==> src/pcd_pkg.sv <==
package pcd_pkg;
  localparam int PCD_PORT_W = 8;
  localparam int PCD_ADDR_W = 16;
  localparam int PCD_WIN_BYTES = 256;
  localparam int PCD_WIN_AW = 8;
  localparam logic [PCD_ADDR_W-1:0] PCD_BASE_RST = 16'h0000;
  localparam int PCD_BIT_STBY = 2;
  localparam int PCD_BIT_STAT = 3;
  localparam int PCD_BIT_ERR = 4;
  localparam int PCD_BIT_TDI = 5;
  localparam int PCD_BIT_TDO = 6;
  localparam int PCD_BIT_BE = 7;
  localparam int PCD_BIT_ALE = 0;
  localparam int PCD_BIT_CLK = 1;
  localparam int PCD_BIT_CS = 2;
  // per-pin function codes
  typedef enum logic [1:0] {
    PCD_FN_MCU = 2'b00,
    PCD_FN_PLD = 2'b01,
    PCD_FN_ALT = 2'b10,
    PCD_FN_ALT2 = 2'b11
  } pcd_fn_e;
  typedef enum logic [1:0] {
    PCD_HOST_MUX = 2'b00,
    PCD_HOST_XA = 2'b01,
    PCD_HOST_PAGE = 2'b10,
    PCD_HOST_NONMUX = 2'b11
  } pcd_host_e;
endpackage

==> src/pcd_addr_map.sv <==
`timescale 1ns/10ps
module pcd_addr_map
  import pcd_pkg::*;
(
  input wire logic [1:0] host_mode,
  input wire logic [PCD_ADDR_W-1:0] addr,
  output logic [PCD_PORT_W-1:0] pa_addr,
  output logic [PCD_PORT_W-1:0] pb_addr,
  output logic [PCD_PORT_W-1:0] pa_addr_en,
  output logic [PCD_PORT_W-1:0] pb_addr_en
);
  always_comb
  begin
    pa_addr = '0;
    pb_addr = '0;
    pa_addr_en = '0;
    pb_addr_en = '0;
    case (pcd_host_e'(host_mode))
      PCD_HOST_XA:
      begin
        pa_addr[7:4] = addr[7:4];
        pb_addr[3:0] = addr[11:8];
        pa_addr_en = 8'hF0;
        pb_addr_en = 8'h0F;
      end
      PCD_HOST_PAGE:
      begin
        pb_addr = addr[15:8];
        pb_addr_en = 8'hFF;
      end
      PCD_HOST_NONMUX:
      begin
        pb_addr = addr[7:0];
        pb_addr_en = 8'hFF;
      end
      default:
      begin
        pa_addr[3:0] = addr[3:0];
        pb_addr = addr[7:0];
        pa_addr_en = 8'h0F;
        pb_addr_en = 8'hFF;
      end
    endcase
  end
endmodule // pcd_addr_map

==> src/pcd_pin_mux.sv <==
`timescale 1ns/10ps
// Behaviour
// - each C/D pin: MCU input/output, PLD input, or its alternate function
// - port C outputs selectable per pin as push-pull or open-drain
// - C3 drives JTAG status or programming ready/busy
// - C4 battery indicator high on battery power, low otherwise
// - C4 JTAG error out, C5 TDI in, C6 TDO out when JTAG on
// - C2 may serve as SRAM standby supply input, no logic function
// - C7 may be active-low byte enable input driven by host
// - D0 may be address strobe; device latches multiplexed address on it
// - D1 may be external clock for power-down counter and AND array
// - D2 chip select: low allows access, high disables memories
// - generic mux host: addr 3:0 to A/B low, 7:4 to B high
// - XA, page and non-mux hosts use their own latched address mapping
// - registers sit in a 256-byte window at a user base address
// - active-low reset clears ports and latched address; held at power-up
module pcd_pin_mux
  import pcd_pkg::*;
#(
  parameter int PORT_W = PCD_PORT_W
)
(
  input wire logic clock,
  input wire logic rstn,
  input wire logic [2*PORT_W-1:0] pc_fn,
  input wire logic [2*PORT_W-1:0] pd_fn,
  input wire logic [PORT_W-1:0] pc_open_drain,
  input wire logic [PORT_W-1:0] pc_dir_out,
  input wire logic [PORT_W-1:0] pd_dir_out,
  input wire logic [PORT_W-1:0] pc_data_out,
  input wire logic [PORT_W-1:0] pd_data_out,
  input wire logic [1:0] host_mode,
  input wire logic jtag_enable,
  input wire logic jtag_prog_status_out,
  input wire logic jtag_prog_error_out,
  input wire logic jtag_tdo,
  input wire logic flash_ready,
  input wire logic on_battery,
  input wire logic [PCD_ADDR_W-1:0] bus_addr,
  input wire logic [PCD_ADDR_W-1:0] register_window_base,
  input wire logic [PORT_W-1:0] pc_in,
  input wire logic [PORT_W-1:0] pd_in,
  output logic [PORT_W-1:0] pc_out,
  output logic [PORT_W-1:0] pc_oe,
  output logic [PORT_W-1:0] pd_out,
  output logic [PORT_W-1:0] pd_oe,
  output logic [PORT_W-1:0] pc_data_in,
  output logic [PORT_W-1:0] pd_data_in,
  output logic [PORT_W-1:0] pc_pld_in,
  output logic [PORT_W-1:0] pd_pld_in,
  output logic jtag_tdi,
  output logic byte_enable_n,
  output logic aux_clock_input,
  output logic mem_enable,
  output logic window_hit,
  output logic [PCD_WIN_AW-1:0] window_offset,
  output logic [PORT_W-1:0] pa_addr_out,
  output logic [PORT_W-1:0] pb_addr_out,
  output logic [PORT_W-1:0] pa_addr_en,
  output logic [PORT_W-1:0] pb_addr_en
);
  import pcd_pkg::*;

  // two-stage synchronisers for all pin inputs
  logic [PORT_W-1:0] pc_m_q, pc_s_q, pd_m_q, pd_s_q;
  logic [PORT_W-1:0] pc_m_d, pc_s_d, pd_m_d, pd_s_d;
  logic ale_prev_q, ale_prev_d;
  logic [PCD_ADDR_W-1:0] lat_addr_q, lat_addr_d;
  logic [PORT_W-1:0] pc_out_q, pc_out_d, pc_oe_q, pc_oe_d;
  logic [PORT_W-1:0] pd_out_q, pd_out_d, pd_oe_q, pd_oe_d;
  logic [PORT_W-1:0] pc_din_q, pc_din_d, pd_din_q, pd_din_d;
  logic [PORT_W-1:0] pc_pld_q, pc_pld_d, pd_pld_q, pd_pld_d;
  logic tdi_q, tdi_d, be_q, be_d, clk_q, clk_d, men_q, men_d;
  logic hit_q, hit_d;
  logic [PCD_WIN_AW-1:0] off_q, off_d;
  logic [PORT_W-1:0] pa_a_q, pb_a_q, pa_e_q, pb_e_q;
  logic [PORT_W-1:0] pa_a_d, pb_a_d, pa_e_d, pb_e_d;
  logic [PCD_ADDR_W-1:0] rel_addr;

  pcd_addr_map u_map (
    .host_mode(host_mode),
    .addr(lat_addr_q),
    .pa_addr(pa_a_d),
    .pb_addr(pb_a_d),
    .pa_addr_en(pa_e_d),
    .pb_addr_en(pb_e_d)
  );

  function automatic pcd_fn_e fn_of(input logic [2*PCD_PORT_W-1:0] v,
                                    input int i);
    return pcd_fn_e'(v[2*i +: 2]);
  endfunction

  always_comb
  begin
    pc_m_d = pc_in;
    pc_s_d = pc_m_q;
    pd_m_d = pd_in;
    pd_s_d = pd_m_q;
    ale_prev_d = pd_s_q[PCD_BIT_ALE];
    lat_addr_d = lat_addr_q;
    // strobe falling edge latches the bus address
    if (fn_of(pd_fn, PCD_BIT_ALE) == PCD_FN_ALT && ale_prev_q
        && !pd_s_q[PCD_BIT_ALE])
      lat_addr_d = bus_addr;
    rel_addr = bus_addr - register_window_base;
    hit_d = (bus_addr >= register_window_base) &&
            (rel_addr < PCD_ADDR_W'(PCD_WIN_BYTES));
    off_d = rel_addr[PCD_WIN_AW-1:0];
  end

  // per-pin routing
  for (genvar i = 0; i < PORT_W; i++)
  begin : g_pin
    always_comb
    begin
      logic c_drv;
      logic c_val;
      c_drv = 1'b0;
      c_val = pc_data_out[i];
      // stby pin carries supply only, so no logic value is passed on
      pc_din_d[i] = (i == PCD_BIT_STBY && fn_of(pc_fn, i) == PCD_FN_ALT)
                    ? 1'b0 : pc_s_q[i];
      pc_pld_d[i] = (fn_of(pc_fn, i) == PCD_FN_PLD) ? pc_s_q[i] : 1'b0;
      case (fn_of(pc_fn, i))
        PCD_FN_MCU: c_drv = pc_dir_out[i];
        PCD_FN_ALT:
        begin
          if (i == PCD_BIT_STAT)
          begin
            c_drv = 1'b1;
            c_val = jtag_prog_status_out;
          end
          else if (i == PCD_BIT_ERR)
          begin
            c_drv = jtag_enable;
            c_val = jtag_prog_error_out;
          end
          else if (i == PCD_BIT_TDO)
          begin
            c_drv = jtag_enable;
            c_val = jtag_tdo;
          end
        end
        PCD_FN_ALT2:
        begin
          if (i == PCD_BIT_STAT)
          begin
            c_drv = 1'b1;
            c_val = flash_ready;
          end
          else if (i == PCD_BIT_ERR)
          begin
            c_drv = 1'b1;
            c_val = on_battery;
          end
        end
        default: c_drv = 1'b0;
      endcase
      // open drain drives only low
      if (pc_open_drain[i])
      begin
        pc_out_d[i] = 1'b0;
        pc_oe_d[i] = c_drv && !c_val;
      end
      else
      begin
        pc_out_d[i] = c_val;
        pc_oe_d[i] = c_drv;
      end
      pd_din_d[i] = pd_s_q[i];
      pd_pld_d[i] = (fn_of(pd_fn, i) == PCD_FN_PLD) ? pd_s_q[i] : 1'b0;
      pd_out_d[i] = pd_data_out[i];
      pd_oe_d[i] = (fn_of(pd_fn, i) == PCD_FN_MCU) && pd_dir_out[i];
    end
  end

  // alternate inputs; inactive levels when not selected, except mem_enable, which goes high (memories enabled)
  always_comb
  begin
    tdi_d = (fn_of(pc_fn, PCD_BIT_TDI) == PCD_FN_ALT && jtag_enable)
            ? pc_s_q[PCD_BIT_TDI] : 1'b0;
    // active-low enable idles high so an unused pin never qualifies a byte
    be_d = (fn_of(pc_fn, PCD_BIT_BE) == PCD_FN_ALT)
           ? pc_s_q[PCD_BIT_BE] : 1'b1;
    clk_d = (fn_of(pd_fn, PCD_BIT_CLK) == PCD_FN_ALT)
            ? pd_s_q[PCD_BIT_CLK] : 1'b0;
    men_d = (fn_of(pd_fn, PCD_BIT_CS) == PCD_FN_ALT)
            ? !pd_s_q[PCD_BIT_CS] : 1'b1;
  end

  always_ff @(posedge clock or negedge rstn)
  begin
    if (!rstn)
    begin
      pc_m_q <= '0; pc_s_q <= '0; pd_m_q <= '0; pd_s_q <= '0;
      ale_prev_q <= 1'b0;
      lat_addr_q <= '0;
      pc_out_q <= '0; pc_oe_q <= '0;
      pd_out_q <= '0; pd_oe_q <= '0;
      pc_din_q <= '0; pd_din_q <= '0; pc_pld_q <= '0; pd_pld_q <= '0;
      tdi_q <= 1'b0; be_q <= 1'b1; clk_q <= 1'b0; men_q <= 1'b0;
      hit_q <= 1'b0; off_q <= '0;
      pa_a_q <= '0; pb_a_q <= '0; pa_e_q <= '0; pb_e_q <= '0;
    end
    else
    begin
      pc_m_q <= pc_m_d; pc_s_q <= pc_s_d; pd_m_q <= pd_m_d; pd_s_q <= pd_s_d;
      ale_prev_q <= ale_prev_d;
      lat_addr_q <= lat_addr_d;
      pc_out_q <= pc_out_d; pc_oe_q <= pc_oe_d;
      pd_out_q <= pd_out_d; pd_oe_q <= pd_oe_d;
      pc_din_q <= pc_din_d; pd_din_q <= pd_din_d;
      pc_pld_q <= pc_pld_d; pd_pld_q <= pd_pld_d;
      tdi_q <= tdi_d; be_q <= be_d; clk_q <= clk_d; men_q <= men_d;
      hit_q <= hit_d; off_q <= off_d;
      pa_a_q <= pa_a_d; pb_a_q <= pb_a_d; pa_e_q <= pa_e_d; pb_e_q <= pb_e_d;
    end
  end

  assign pc_out = pc_out_q;
  assign pc_oe = pc_oe_q;
  assign pd_out = pd_out_q;
  assign pd_oe = pd_oe_q;
  assign pc_data_in = pc_din_q;
  assign pd_data_in = pd_din_q;
  assign pc_pld_in = pc_pld_q;
  assign pd_pld_in = pd_pld_q;
  assign jtag_tdi = tdi_q;
  assign byte_enable_n = be_q;
  assign aux_clock_input = clk_q;
  assign mem_enable = men_q;
  assign window_hit = hit_q;
  assign window_offset = off_q;
  assign pa_addr_out = pa_a_q;
  assign pb_addr_out = pb_a_q;
  assign pa_addr_en = pa_e_q;
  assign pb_addr_en = pb_e_q;
endmodule // pcd_pin_mux

==> config.mk <==
export PLATFORM = sky130hd
export DESIGN_NAME = pcd_pin_mux
export DESIGN_NICKNAME = d
export VERILOG_FILES = /design/src/pcd_pkg.sv /design/src/pcd_addr_map.sv /design/src/pcd_pin_mux.sv
export SDC_FILE = /design/constraint.sdc
export NUM_CORES = 1
export LEC_CHECK = 0
export ABC_AREA = 1
export BUFFER_PORTS_ARGS = -buffer_cell sky130_fd_sc_hd__buf_2
export CORE_UTILIZATION = 45
export CTS_BUF_LIST = sky130_fd_sc_hd__clkbuf_4
export DETAILED_ROUTE_END_ITERATION = 12
export PLACE_DENSITY = 0.76
export SLEW_MARGIN = 10
export SYNTH_ARGS = -nofsm -noshare
export SYNTH_HDL_FRONTEND = slang
export SYNTH_SLANG_ARGS = --single-unit
==> constraint.sdc <==
create_clock -name clock -period 1.1 [get_ports clock]
set_input_delay 0.22 -clock clock [delete_from_list [all_inputs] [get_ports clock]]
set_output_delay 0.22 -clock clock [all_outputs]
set_load 0.05 [all_outputs]
# Word-level counts from Yosys, hierarchy flattened

Index checks and enable logic that the tools add are counted.

Output and inout bits: 109
Input port bits: 130
Bits in writable memories: 0
ROM bits: 0
Flip-flop bits (word level): 158
Memories kept: 0
Bits in latches: 0
Word-level logic and storage cells: 161

Div/mod/pow operators: 0
Order comparisons: 2
Shift operators: 0
Equality and inequality tests: 30
Bitwise operators: 0
Add/sub/neg operators: 1
Mux-type cells: 54
$mul: 0
Reduce and logical (&&, ||, !) cells: 50

Operator list:

| operator                                            | count |
|---|---|
| 2-to-1 mux 1 bit                                    | 43 |
| == test 2 x 1 -> 1 bit, second input constant       | 17 |
| zero test 2 bit                                     | 16 |
| == test 2 bit, second input constant                | 13 |
| logical AND 1 bit                                   | 20 |
| greater-or-equal comparator 16 bit                  | 1 |
| < comparator 16 x 9 -> 1 bit, second input constant | 1 |
| one-hot mux 8 bit (2 select lines)                  | 1 |
| subtractor 16 bit                                   | 1 |
| 2-to-1 mux 4 bit                                    | 3 |
| zero test 1 bit                                     | 10 |
| 2-to-1 mux 8 bit                                    | 1 |
| one-hot mux 1 bit (2 select lines)                  | 4 |
| one-hot mux 4 bit (2 select lines)                  | 1 |
| OR reduction 2 bit                                  | 3 |
| one-hot mux 1 bit (3 select lines)                  | 1 |
| OR reduction 3 bit                                  | 1 |

# Depth between registers and ports, before layout

Gate-level depths: netlist (run 1).

Depth in word-level cells: 5
Depth in mapped cells: 15
Gate-level depth less buffers: 15

# Modules after synthesis

From an unflattened synthesis (run 1), not the netlist that was laid out.

Cell total of the unflattened synthesis: 585
Area total of the unflattened synthesis: 6095.8 um2

By module, submodules not included:

| module       | cells each | instances | seq. area each (um2) | area each (um2) |
|---|---|---|---|---|
| pcd_pin_mux  | 521        | 1         | 3930.0               | 5750.5 |
| pcd_addr_map | 64         | 1         | 0.0                  | 345.3 |

# Worst setup path before layout (run 1)

Ideal clock, no wire load.

Path kind: input port to flip-flop
From: input port bus_addr[0]
To: register hit_q, in the netlist window_hit
Setup time: 69 ps
Required time: 1031 ps
Path buffers: 0
Setup slack: -545 ps
Cell stages on the path: 12
Data arrival time: 1577 ps
Path through: inv_1 ha_1 fa_1 o21bai_4 nand2_1 nand2_1 nand2_1 nand2_1 nand3_1 nor2_1 nand2_1 nor2_2

Longest elaborated chain between the ends: 3
Elaborated cells between the ends (all ways): 4
Classes of those cells: 1 x add/sub; 2 x order compare; 1 x reduce/logical

RTL lines:

| element                      | line               | text |
|---|---|---|
| from (decl)                  | pcd_pin_mux.sv:39  | `input wire logic [PCD_ADDR_W-1:0] bus_addr,` |
| subtractor 16 bit            | pcd_pin_mux.sv:106 | `rel_addr = bus_addr - register_window_base;` |
| < comparator 16 x 9 -> 1 bit | pcd_pin_mux.sv:108 | `(rel_addr < PCD_ADDR_W'(PCD_WIN_BYTES));` |
| logical AND 1 bit (*)        | pcd_pin_mux.sv:107 | `hit_d = (bus_addr >= register_window_base) &&` |
| named net hit_d              | pcd_pin_mux.sv:74  | `logic hit_q, hit_d;` |
| to (signal assigned)         | pcd_pin_mux.sv:203 | `hit_q <= 1'b0; off_q <= '0;` |
| to (signal assigned)         | pcd_pin_mux.sv:216 | `hit_q <= hit_d; off_q <= off_d;` |
| to (decl)                    | pcd_pin_mux.sv:74  |  |

The timed path passes the listed nets; every way through them passes the cells marked *.
A chain may end at the register's enable or synchronous reset.

# Worst setup path after layout (run 1)

From: register be_q, in the netlist byte_enable_n
To: output port byte_enable_n

RTL lines:

| element                | line               | text |
|---|---|---|
| from (decl)            | pcd_pin_mux.sv:73  | `logic tdi_q, tdi_d, be_q, be_d, clk_q, clk_d, men_q, men_d;` |
| from (signal assigned) | pcd_pin_mux.sv:202 | `tdi_q <= 1'b0; be_q <= 1'b1; clk_q <= 1'b0; men_q <= 1'b0;` |
| from (signal assigned) | pcd_pin_mux.sv:215 | `tdi_q <= tdi_d; be_q <= be_d; clk_q <= clk_d; men_q <= men_d;` |
| to (decl)              | pcd_pin_mux.sv:52  | `output logic byte_enable_n,` |

No word-level cell between the ends.

==> summary.md, run 1 <==
| Metric | Value |
|---|---|
| Outcome | finished, violations left |
| Failing checks | negative setup slack |
| Worst r2r src | pd_din_d[0] |
| Largest net degree at the start of global routing | 38 |
| CTS Buf Count | 17 |
| Worst-skew pair later-pin latency | 550 ps |
| GP Congestion | 0.880 |
| Final Skew | 15.3 ps |
| Fin util | 78.7% |
| Total track usage | 32.7% |
| Syn Area/Cell | 10.0 um2 |
| Vias | 5678 |
| Mux cell area share after synthesis | 1.94% |
| Setup ws final | -393 ps |
| Critical path data arrival time | 1270 ps |
| Final worst path period share | 136% |
| WHS | 48.6 ps |
| Post-synth EDFFs | 0 |
| Vias in the first global route | 5850 |
| Crit path buf inv count | 1 |
| Hold depth | 3 |
| Port bufs | 238 |
| Final antenna-violating net count | 0 |
| Achievable Freq | 670 MHz |
| Net Sw Frac | 35.4% |
| WS Path Type | register to output pin |
| XOR/XNOR share of the synthesized area | 0.904% |
| Die Footprint | 13400 um2 |
| Placement Setup Slack | -686 ps |
| Hold WC Path Type | input pin to register |
| Standard-cell rows | 41 |
| P per Cell Area | 1350 nW/um2 |
| Slowest CP cell | dfstp_2 |
| Required @ worst endpoint | 880 ps |
| Slew Limit Fails | 0 |
| DR WL/cell | 19.1 um |
| IO Count | 239 |
| Sw Pwr | 4740 uW |
| Hold Crit Endpoint | window_offset[1] |
| First-pass detailed-route iteration total | 4 |
| Final setup viols | 131 |
| H-tree depth | 4 |
| Seq pwr share | 45.3% |
| Initial DRC count | 367 |
| Combinational share of power | 29.6% |
| CTS root buf | clkbuf_4 |
| Synth warn | 0 |
| Post-Synth Simple-Gate Area | 16.8% |
| CTS tree | yes |
| Hold Fails Final Rpt | 0 |
| Multi-input combinational cell area | 1990 um2 |
| Clock Tree Buf Depth | 2 |
| Crit. path cell count | 1 |
| Register Area | 3630 um2 |
| Die height | 116 um |
| Largest family of logic cells by synthesized area | simple AND/OR/NAND/NOR gates |
| LEAKAGE | 0.00524 uW |
| Peak supply drop | 0.000937 V |
| Hold Path Origin | register_window_base[1] |
| Post-Syn Instances | 579 |
| Layout Nets | 1126 |
| Cell area after synthesis | 5820 um2 |
| Delay-heaviest family, CP | flip-flops |
| Vias/cell | 4.88 |
| Seq/Total Area, Yosys | 62.4% |
| Initial core utilization | 46.1% |
| Area grow syn2layout | 70.8% |
| Reg2reg setup slack | -190 ps |
| Final WL | 22.3 mm |
| DRC | 0 |
| Reg clk slew, reported paths | 140 ps |
| Worst r2r path cells | 4 |
| First-pass GRT wire length | 31.0 mm |
| Slowest stage delay, CP | 570 ps |
| Startpoint Class | register |
| Dpl hpwl | 11.1 mm |
| Initial antenna violation count | 5 |
| RSZ-0062 raised after global routing | true |
| Share of layout cells above drive strength 1 | 40.4% |
| Synth Net Count | 731 |
| Max Cap Viol | 0 |
| Crit path max fanout | 1 |
| Synth Register Bits | 145 |
| Clk pwr share | 25.1% |
| Fillers | 715 |
| CP Cell Sequence | buf_8 |
| Most frequent cells in the layout | dfrtp_1, buf_2, nand2_1, buf_6, dlygate4sd3_1 |
| Ys async rst share | 100% |
| Gr ovfl total | 0 |
| Die W | 116 um |
| Worst R2R End | lat_addr_q[9] |
| Commonest non-fill, non-tap cell in the layout | dfrtp_1 |
| Crit. End Element | output pin |
| CTS Sinks | 145 |
| Minimum clock period | 1490 ps |
| Post-synthesis adder-cell area fraction | 4.86% |
| Power Internal | 8630 uW |
| Core area | 12600 um2 |
| Synth Area in Compound Gates | 4.17% |
| Primary FF master, synth | dfrtp_1 |
| Cell variety after synth | 35 |
==> Yosys cell counts (2+ instances only) <==
library cell  instances  share of area [%]
mux2_2               10                1.9
nor4_1                3               0.32
nand2_1             129                8.3
nor3_1                6               0.52
nand3_2               2               0.34
o21ai_0              11               0.95
a211oi_1              2               0.26
nand3_1              16                1.4
dfrtp_1             144                 62
nor2_1               48                3.1
nand3b_1              3               0.39
nor2_2                4               0.43
nand2_2               5               0.54
inv_1               106                6.8
ha_1                 21                4.5
clkbuf_1              2               0.13
buf_4                13                1.7
a21oi_1              25                2.2
nand4_1               3               0.32
xor2_1                5               0.75
nor3b_1               7               0.90
==> cell families (layout without fill, tap and decap cells) <==
| group | count (synthesis) | after routing |
|---|---|---|
| simple gates | 228 | 228 |
| flops | 145 | 145 |
| buf+inv | 124 | 532 |
| compound gates | 43 | 43 |
| fa+ha+maj | 22 | 22 |
| mux | 10 | 10 |
| xor+xnor | 6 | 6 |
| other cells | 1 | 5 |
==> worst max path at each step <==
stage | slack (ps) | from | to
finish | -390 | byte_enable_n | byte_enable_n
global route | -450 | byte_enable_n | byte_enable_n
CTS | -420 | byte_enable_n | byte_enable_n
detailed placement | -690 | bus_addr[0] | window_hit
global placement | -650 | bus_addr[0] | window_hit
floorplan | -390 | bus_addr[0] | window_hit
==> through the flow <==
stage | TNS [ps] | std cells | power (uW) | cell area [um2]
finish | -29550 | 1163 | 13400 | 9930
detailed placement | -3840 | 1016 | 9000 | 7590
CTS | -34320 | 1162 | 13000 | 9780
global route | -37690 | 1160 | 13900 | 9920
floorplan | -727 | 579 | 7920 | 5930
global placement | -3640 | 1016 | 8970 | 7590
==> routing by layer <==
| layer | vias to the layer above | global-route usage [%] | wire length (um) |
|---|---|---|---|
| met1 | 2702 | 33.1 | 7740 |
| li1 | 2558 | - | - |
| met2 | 296 | 57.2 | 11400 |
| met4 | 2 | 19.0 | 1410 |
| met3 | 120 | 13.1 | 1680 |
| met5 | - | 0 | 13 |
==> sequential cells by signal, indices dropped and copies added (netlist names), 2 cells and up <==
signal,count
pd_data_in,8
pb_addr_out,8
pc_m_q,8
pd_pld_in,8
pc_oe,8
window_offset,8
pd_m_q,8
pa_addr_en,2
pd_out,8
pc_pld_in,8
pa_addr_out,8
pc_s_q,8
lat_addr_q,16
pd_din_d,8
pb_addr_en,2
pc_out,8
pc_data_in,8
pd_oe,8
==> power groups by stage <==
| stage | registers, uW | clock network [uW] | logic (uW) |
|---|---|---|---|
| after floorplan | 6960 | 0 | 957 |
| after global placement | 6030 | 0 | 2940 |
| after detailed placement | 6040 | 0 | 2970 |
| after CTS | 6010 | 3320 | 3690 |
| after global routing | 6100 | 3640 | 4180 |
| final | 6060 | 3360 | 3950 |
==> layout make-up <==
type / count / share of cell area, %
sequential: 145 / 36.6
timing repair buffer: 392 / 34.2
multi-input combinational: 310 / 20.0
inverter: 108 / 4.21
tap: 172 / 2.17
clock buffer: 19 / 1.44
clock inverter: 13 / 1.26
antenna: 4 / 0.101
==> repair_timing <==
action,4_1_cts,5_1_grt
cloned,2,0
endpoints found under the hold margin,226,6
buffers inserted,3,1
pin swaps,5,5
resized for setup,230,57
setup endpoints to repair,121,138
hold buffers,109,6
==> worst min-delay path: stages <==
cell   delay, ps
buf_2        110
fa_2         200
inv_1         30
No activity file was read; power rests on OpenSTA's default activity.
==> inputs of run 2 (changes only) <==
--- a/config.mk
+++ b/config.mk
@@ -9,6 +9,6 @@
 export BUFFER_PORTS_ARGS = -buffer_cell sky130_fd_sc_hd__buf_2
-export CORE_UTILIZATION = 45
+export CORE_UTILIZATION = 54
 export CTS_BUF_LIST = sky130_fd_sc_hd__clkbuf_4
 export DETAILED_ROUTE_END_ITERATION = 12
-export PLACE_DENSITY = 0.76
+export PLACE_DENSITY = 0.86
 export SLEW_MARGIN = 10
==> constraint.sdc (replaced) <==
create_clock -name clock -period 1.75 [get_ports clock]
set_input_delay 0.0875 -clock clock [delete_from_list [all_inputs] [get_ports clock]]
set_output_delay 0.0875 -clock clock [all_outputs]
set_load 0.05 [all_outputs]
==> run 2 against run 1 <==
  * The flow finishes with violations (negative hold slack)
  * Hold slack worse by 52 ps
  * Highest routed layer is now met4
  * Combinational power is 46% lower
  * Clock skew is 7.6 ps higher
  * Register-to-register slack better by 550 ps
  * Core utilization is 6.1 points higher
==> summary.md, run 2 (synthesis results as in run 1) <==
| Metric | Value |
|---|---|
| CTS tree | yes |
| Delay-heaviest family, CP | simple AND/OR/NAND/NOR gates |
| CP Cell Sequence | dlygate4sd3_1, buf_2, ha_1, nor2_1, a21oi_1, nand2_1, nand3_1, nand2_1, nand2_1, nand3_1, nor2_1, nand2_1, nor2_2 |
| Max Cap Viol | 0 (unchanged) |
| Die height | 106 um (-8.6%) |
| First-pass GRT wire length | 33.3 mm (+7.6%) |
| LEAKAGE | 0.00498 uW (-4.8%) |
| H-tree depth | 4 (unchanged) |
| Area grow syn2layout | 51.2% |
| Dpl hpwl | 11.7 mm (+5.7%) |
| Required @ worst endpoint | 2250 ps (+1370 ps) |
| Slowest stage delay, CP | 560 ps (about the same) |
| TNS Setup | 0 ps (+29550 ps) |
| Most frequent cells in the layout | buf_2, dfrtp_1, dlygate4sd3_1, nand2_1, inv_1 |
| Register Area | 3630 um2 (-0.14%) |
| Layout Nets | 1111 (-1.3%) |
| GP Congestion | 0.971 (+10%) |
| Peak supply drop | 0.000575 V (-39%) |
| Initial core utilization | 56.1% (+10 points) |
| Final Skew | 23.0 ps (+7.64 ps) |
| Share of layout cells above drive strength 1 | 31.5% (-8.9 points) |
| Final antenna-violating net count | 0 (unchanged) |
| Final setup viols | 0 (-100%) |
| CTS Sinks | 145 (unchanged) |
| Crit path max fanout | 5 (+4) |
| Vias in the first global route | 6248 (+6.8%) |
| Total track usage | 41.2% (+8.5 points) |
| Final worst path period share | 99.8% |
| Largest net degree at the start of global routing | 51 (+34%) |
| Fin util | 84.8% (+6.1 points) |
| DR WL/cell | 19.6 um (+2.6%) |
| Slowest CP cell | dlygate4sd3_1 |
| DRC | 0 (unchanged) |
| Achievable Freq | 573 MHz |
| CTS root buf | clkbuf_4 |
| Crit. End Element | register |
| Reg clk slew, reported paths | 130 ps (about the same) |
| Initial DRC count | 491 (+34%) |
| Slew Limit Fails | 0 (unchanged) |
| Core area | 10400 um2 (-18%) |
| Largest Register | lat_addr_q |
| Port bufs | 238 (unchanged) |
| CTS Buf Count | 17 (unchanged) |
| IO Count | 239 (unchanged) |
| RSZ-0062 raised after global routing | true |
| Fillers | 515 (-28%) |
| Failing checks | negative hold slack |
| Die Footprint | 11200 um2 (-16%) |
| Most frequent CP cell | nand2_1 |
| Post-CTS Setup Inserts | 0 (-3) |
| Gr ovfl total | 0 (unchanged) |
| Largest register FFs | 16 (unchanged) |
| Crit path buf inv count | 2 (+1) |
| Multi-input combinational cell area | 1690 um2 (-15%) |
| WS Path Type | input pin to register |
| Power, Total | 8030 uW (-40%) |
| Initial antenna violation count | 2 (-3) |
| First-pass detailed-route iteration total | 5 (+1) |
| Final WL | 21.8 mm (-1.9%) |
| P per Cell Area | 913 nW/um2 (-32%) |
| Hold WC Path Type | input pin to register |
| Minimum clock period | 1750 ps |
| Commonest non-fill, non-tap cell in the layout | buf_2 |
| Vias | 5878 (+3.5%) |
| Startpoint Class | input pin |
| WHS | -3.41 ps (-52.0 ps) |
| Hold Fails Final Rpt | 1 (+1) |
| Vias/cell | 5.29 (+8.3%) |
| Outcome | finished, violations left |
| Die W | 106 um (-8.6%) |
| Worst-skew pair later-pin latency | 570 ps (+20 ps) |
| Standard-cell rows | 37 (-9.8%) |
| Clock Tree Buf Depth | 2 (unchanged) |
| Critical path data arrival time | 2240 ps (+970 ps) |
-- run 2: layout make-up --
type,count,area share [%]
clock buffers,18,1.54
well taps,136,1.93
inverters,108,4.61
clock inverters,14,1.59
flip-flops and latches,145,41.3
repair buffers,377,29.7
diodes,4,0.114
multi-input cells,310,19.2
-- run 2: metrics by stage --
stage               cells  hold WS, ps  instance area (um2)  setup WS [ps]
floorplan             579         -208                 5820            237
global placement      942         24.8                 7140           52.2
detailed placement    942         31.1                 7140          -5.81
CTS                  1109         2.31                 8770           30.1
global route         1109         7.18                 8790          -82.2
finish               1112        -3.41                 8790           4.01
-- run 2: what timing repair did --
| item | in CTS | in global routing |
|---|---|---|
| setup endpoints to repair | 0 | 3 |
| hold buffers | 135 | 1 |
| gates resized for setup | 0 | 9 |
| hold endpoints to repair | 241 | 1 |
-- run 2: worst paths after layout --
path / startpoint / to / slack (ps) / depth (start not counted)
max: bus_addr[2] / window_hit / 4 / 13
min: register_window_base[7] / window_offset[7] / -3 / 4
max reg2reg: pd_din_d[2] / pd_pld_in[2] / 360 / 3
min reg2reg: pc_m_q[0] / pc_s_q[0] / 340 / 0
max in group asynchronous: rstn / pc_m_q[2] / 730 / 3
min in group asynchronous: rstn / byte_enable_n / 120 / 2
-- run 2: routing by layer --
metal / track usage, % / wire length [um]
met3: 14.2 / 1900
met1: 43.7 / 7510
met4: 26.2 / 1480
met5: 0 / 0
met2: 69.9 / 11000
-- run 2: tightest hold or removal path, cell delays in order --
cell    delay, ps
buf_2         100
inv_1          50
ha_1          200
xor2_1        100
-- run 2: report_power, final --
group          leakage [uW]  switching (uW)  internal, uW
clock              0.000145            1280           855
combinational       0.00306            1420           694
sequential          0.00178             150          3630
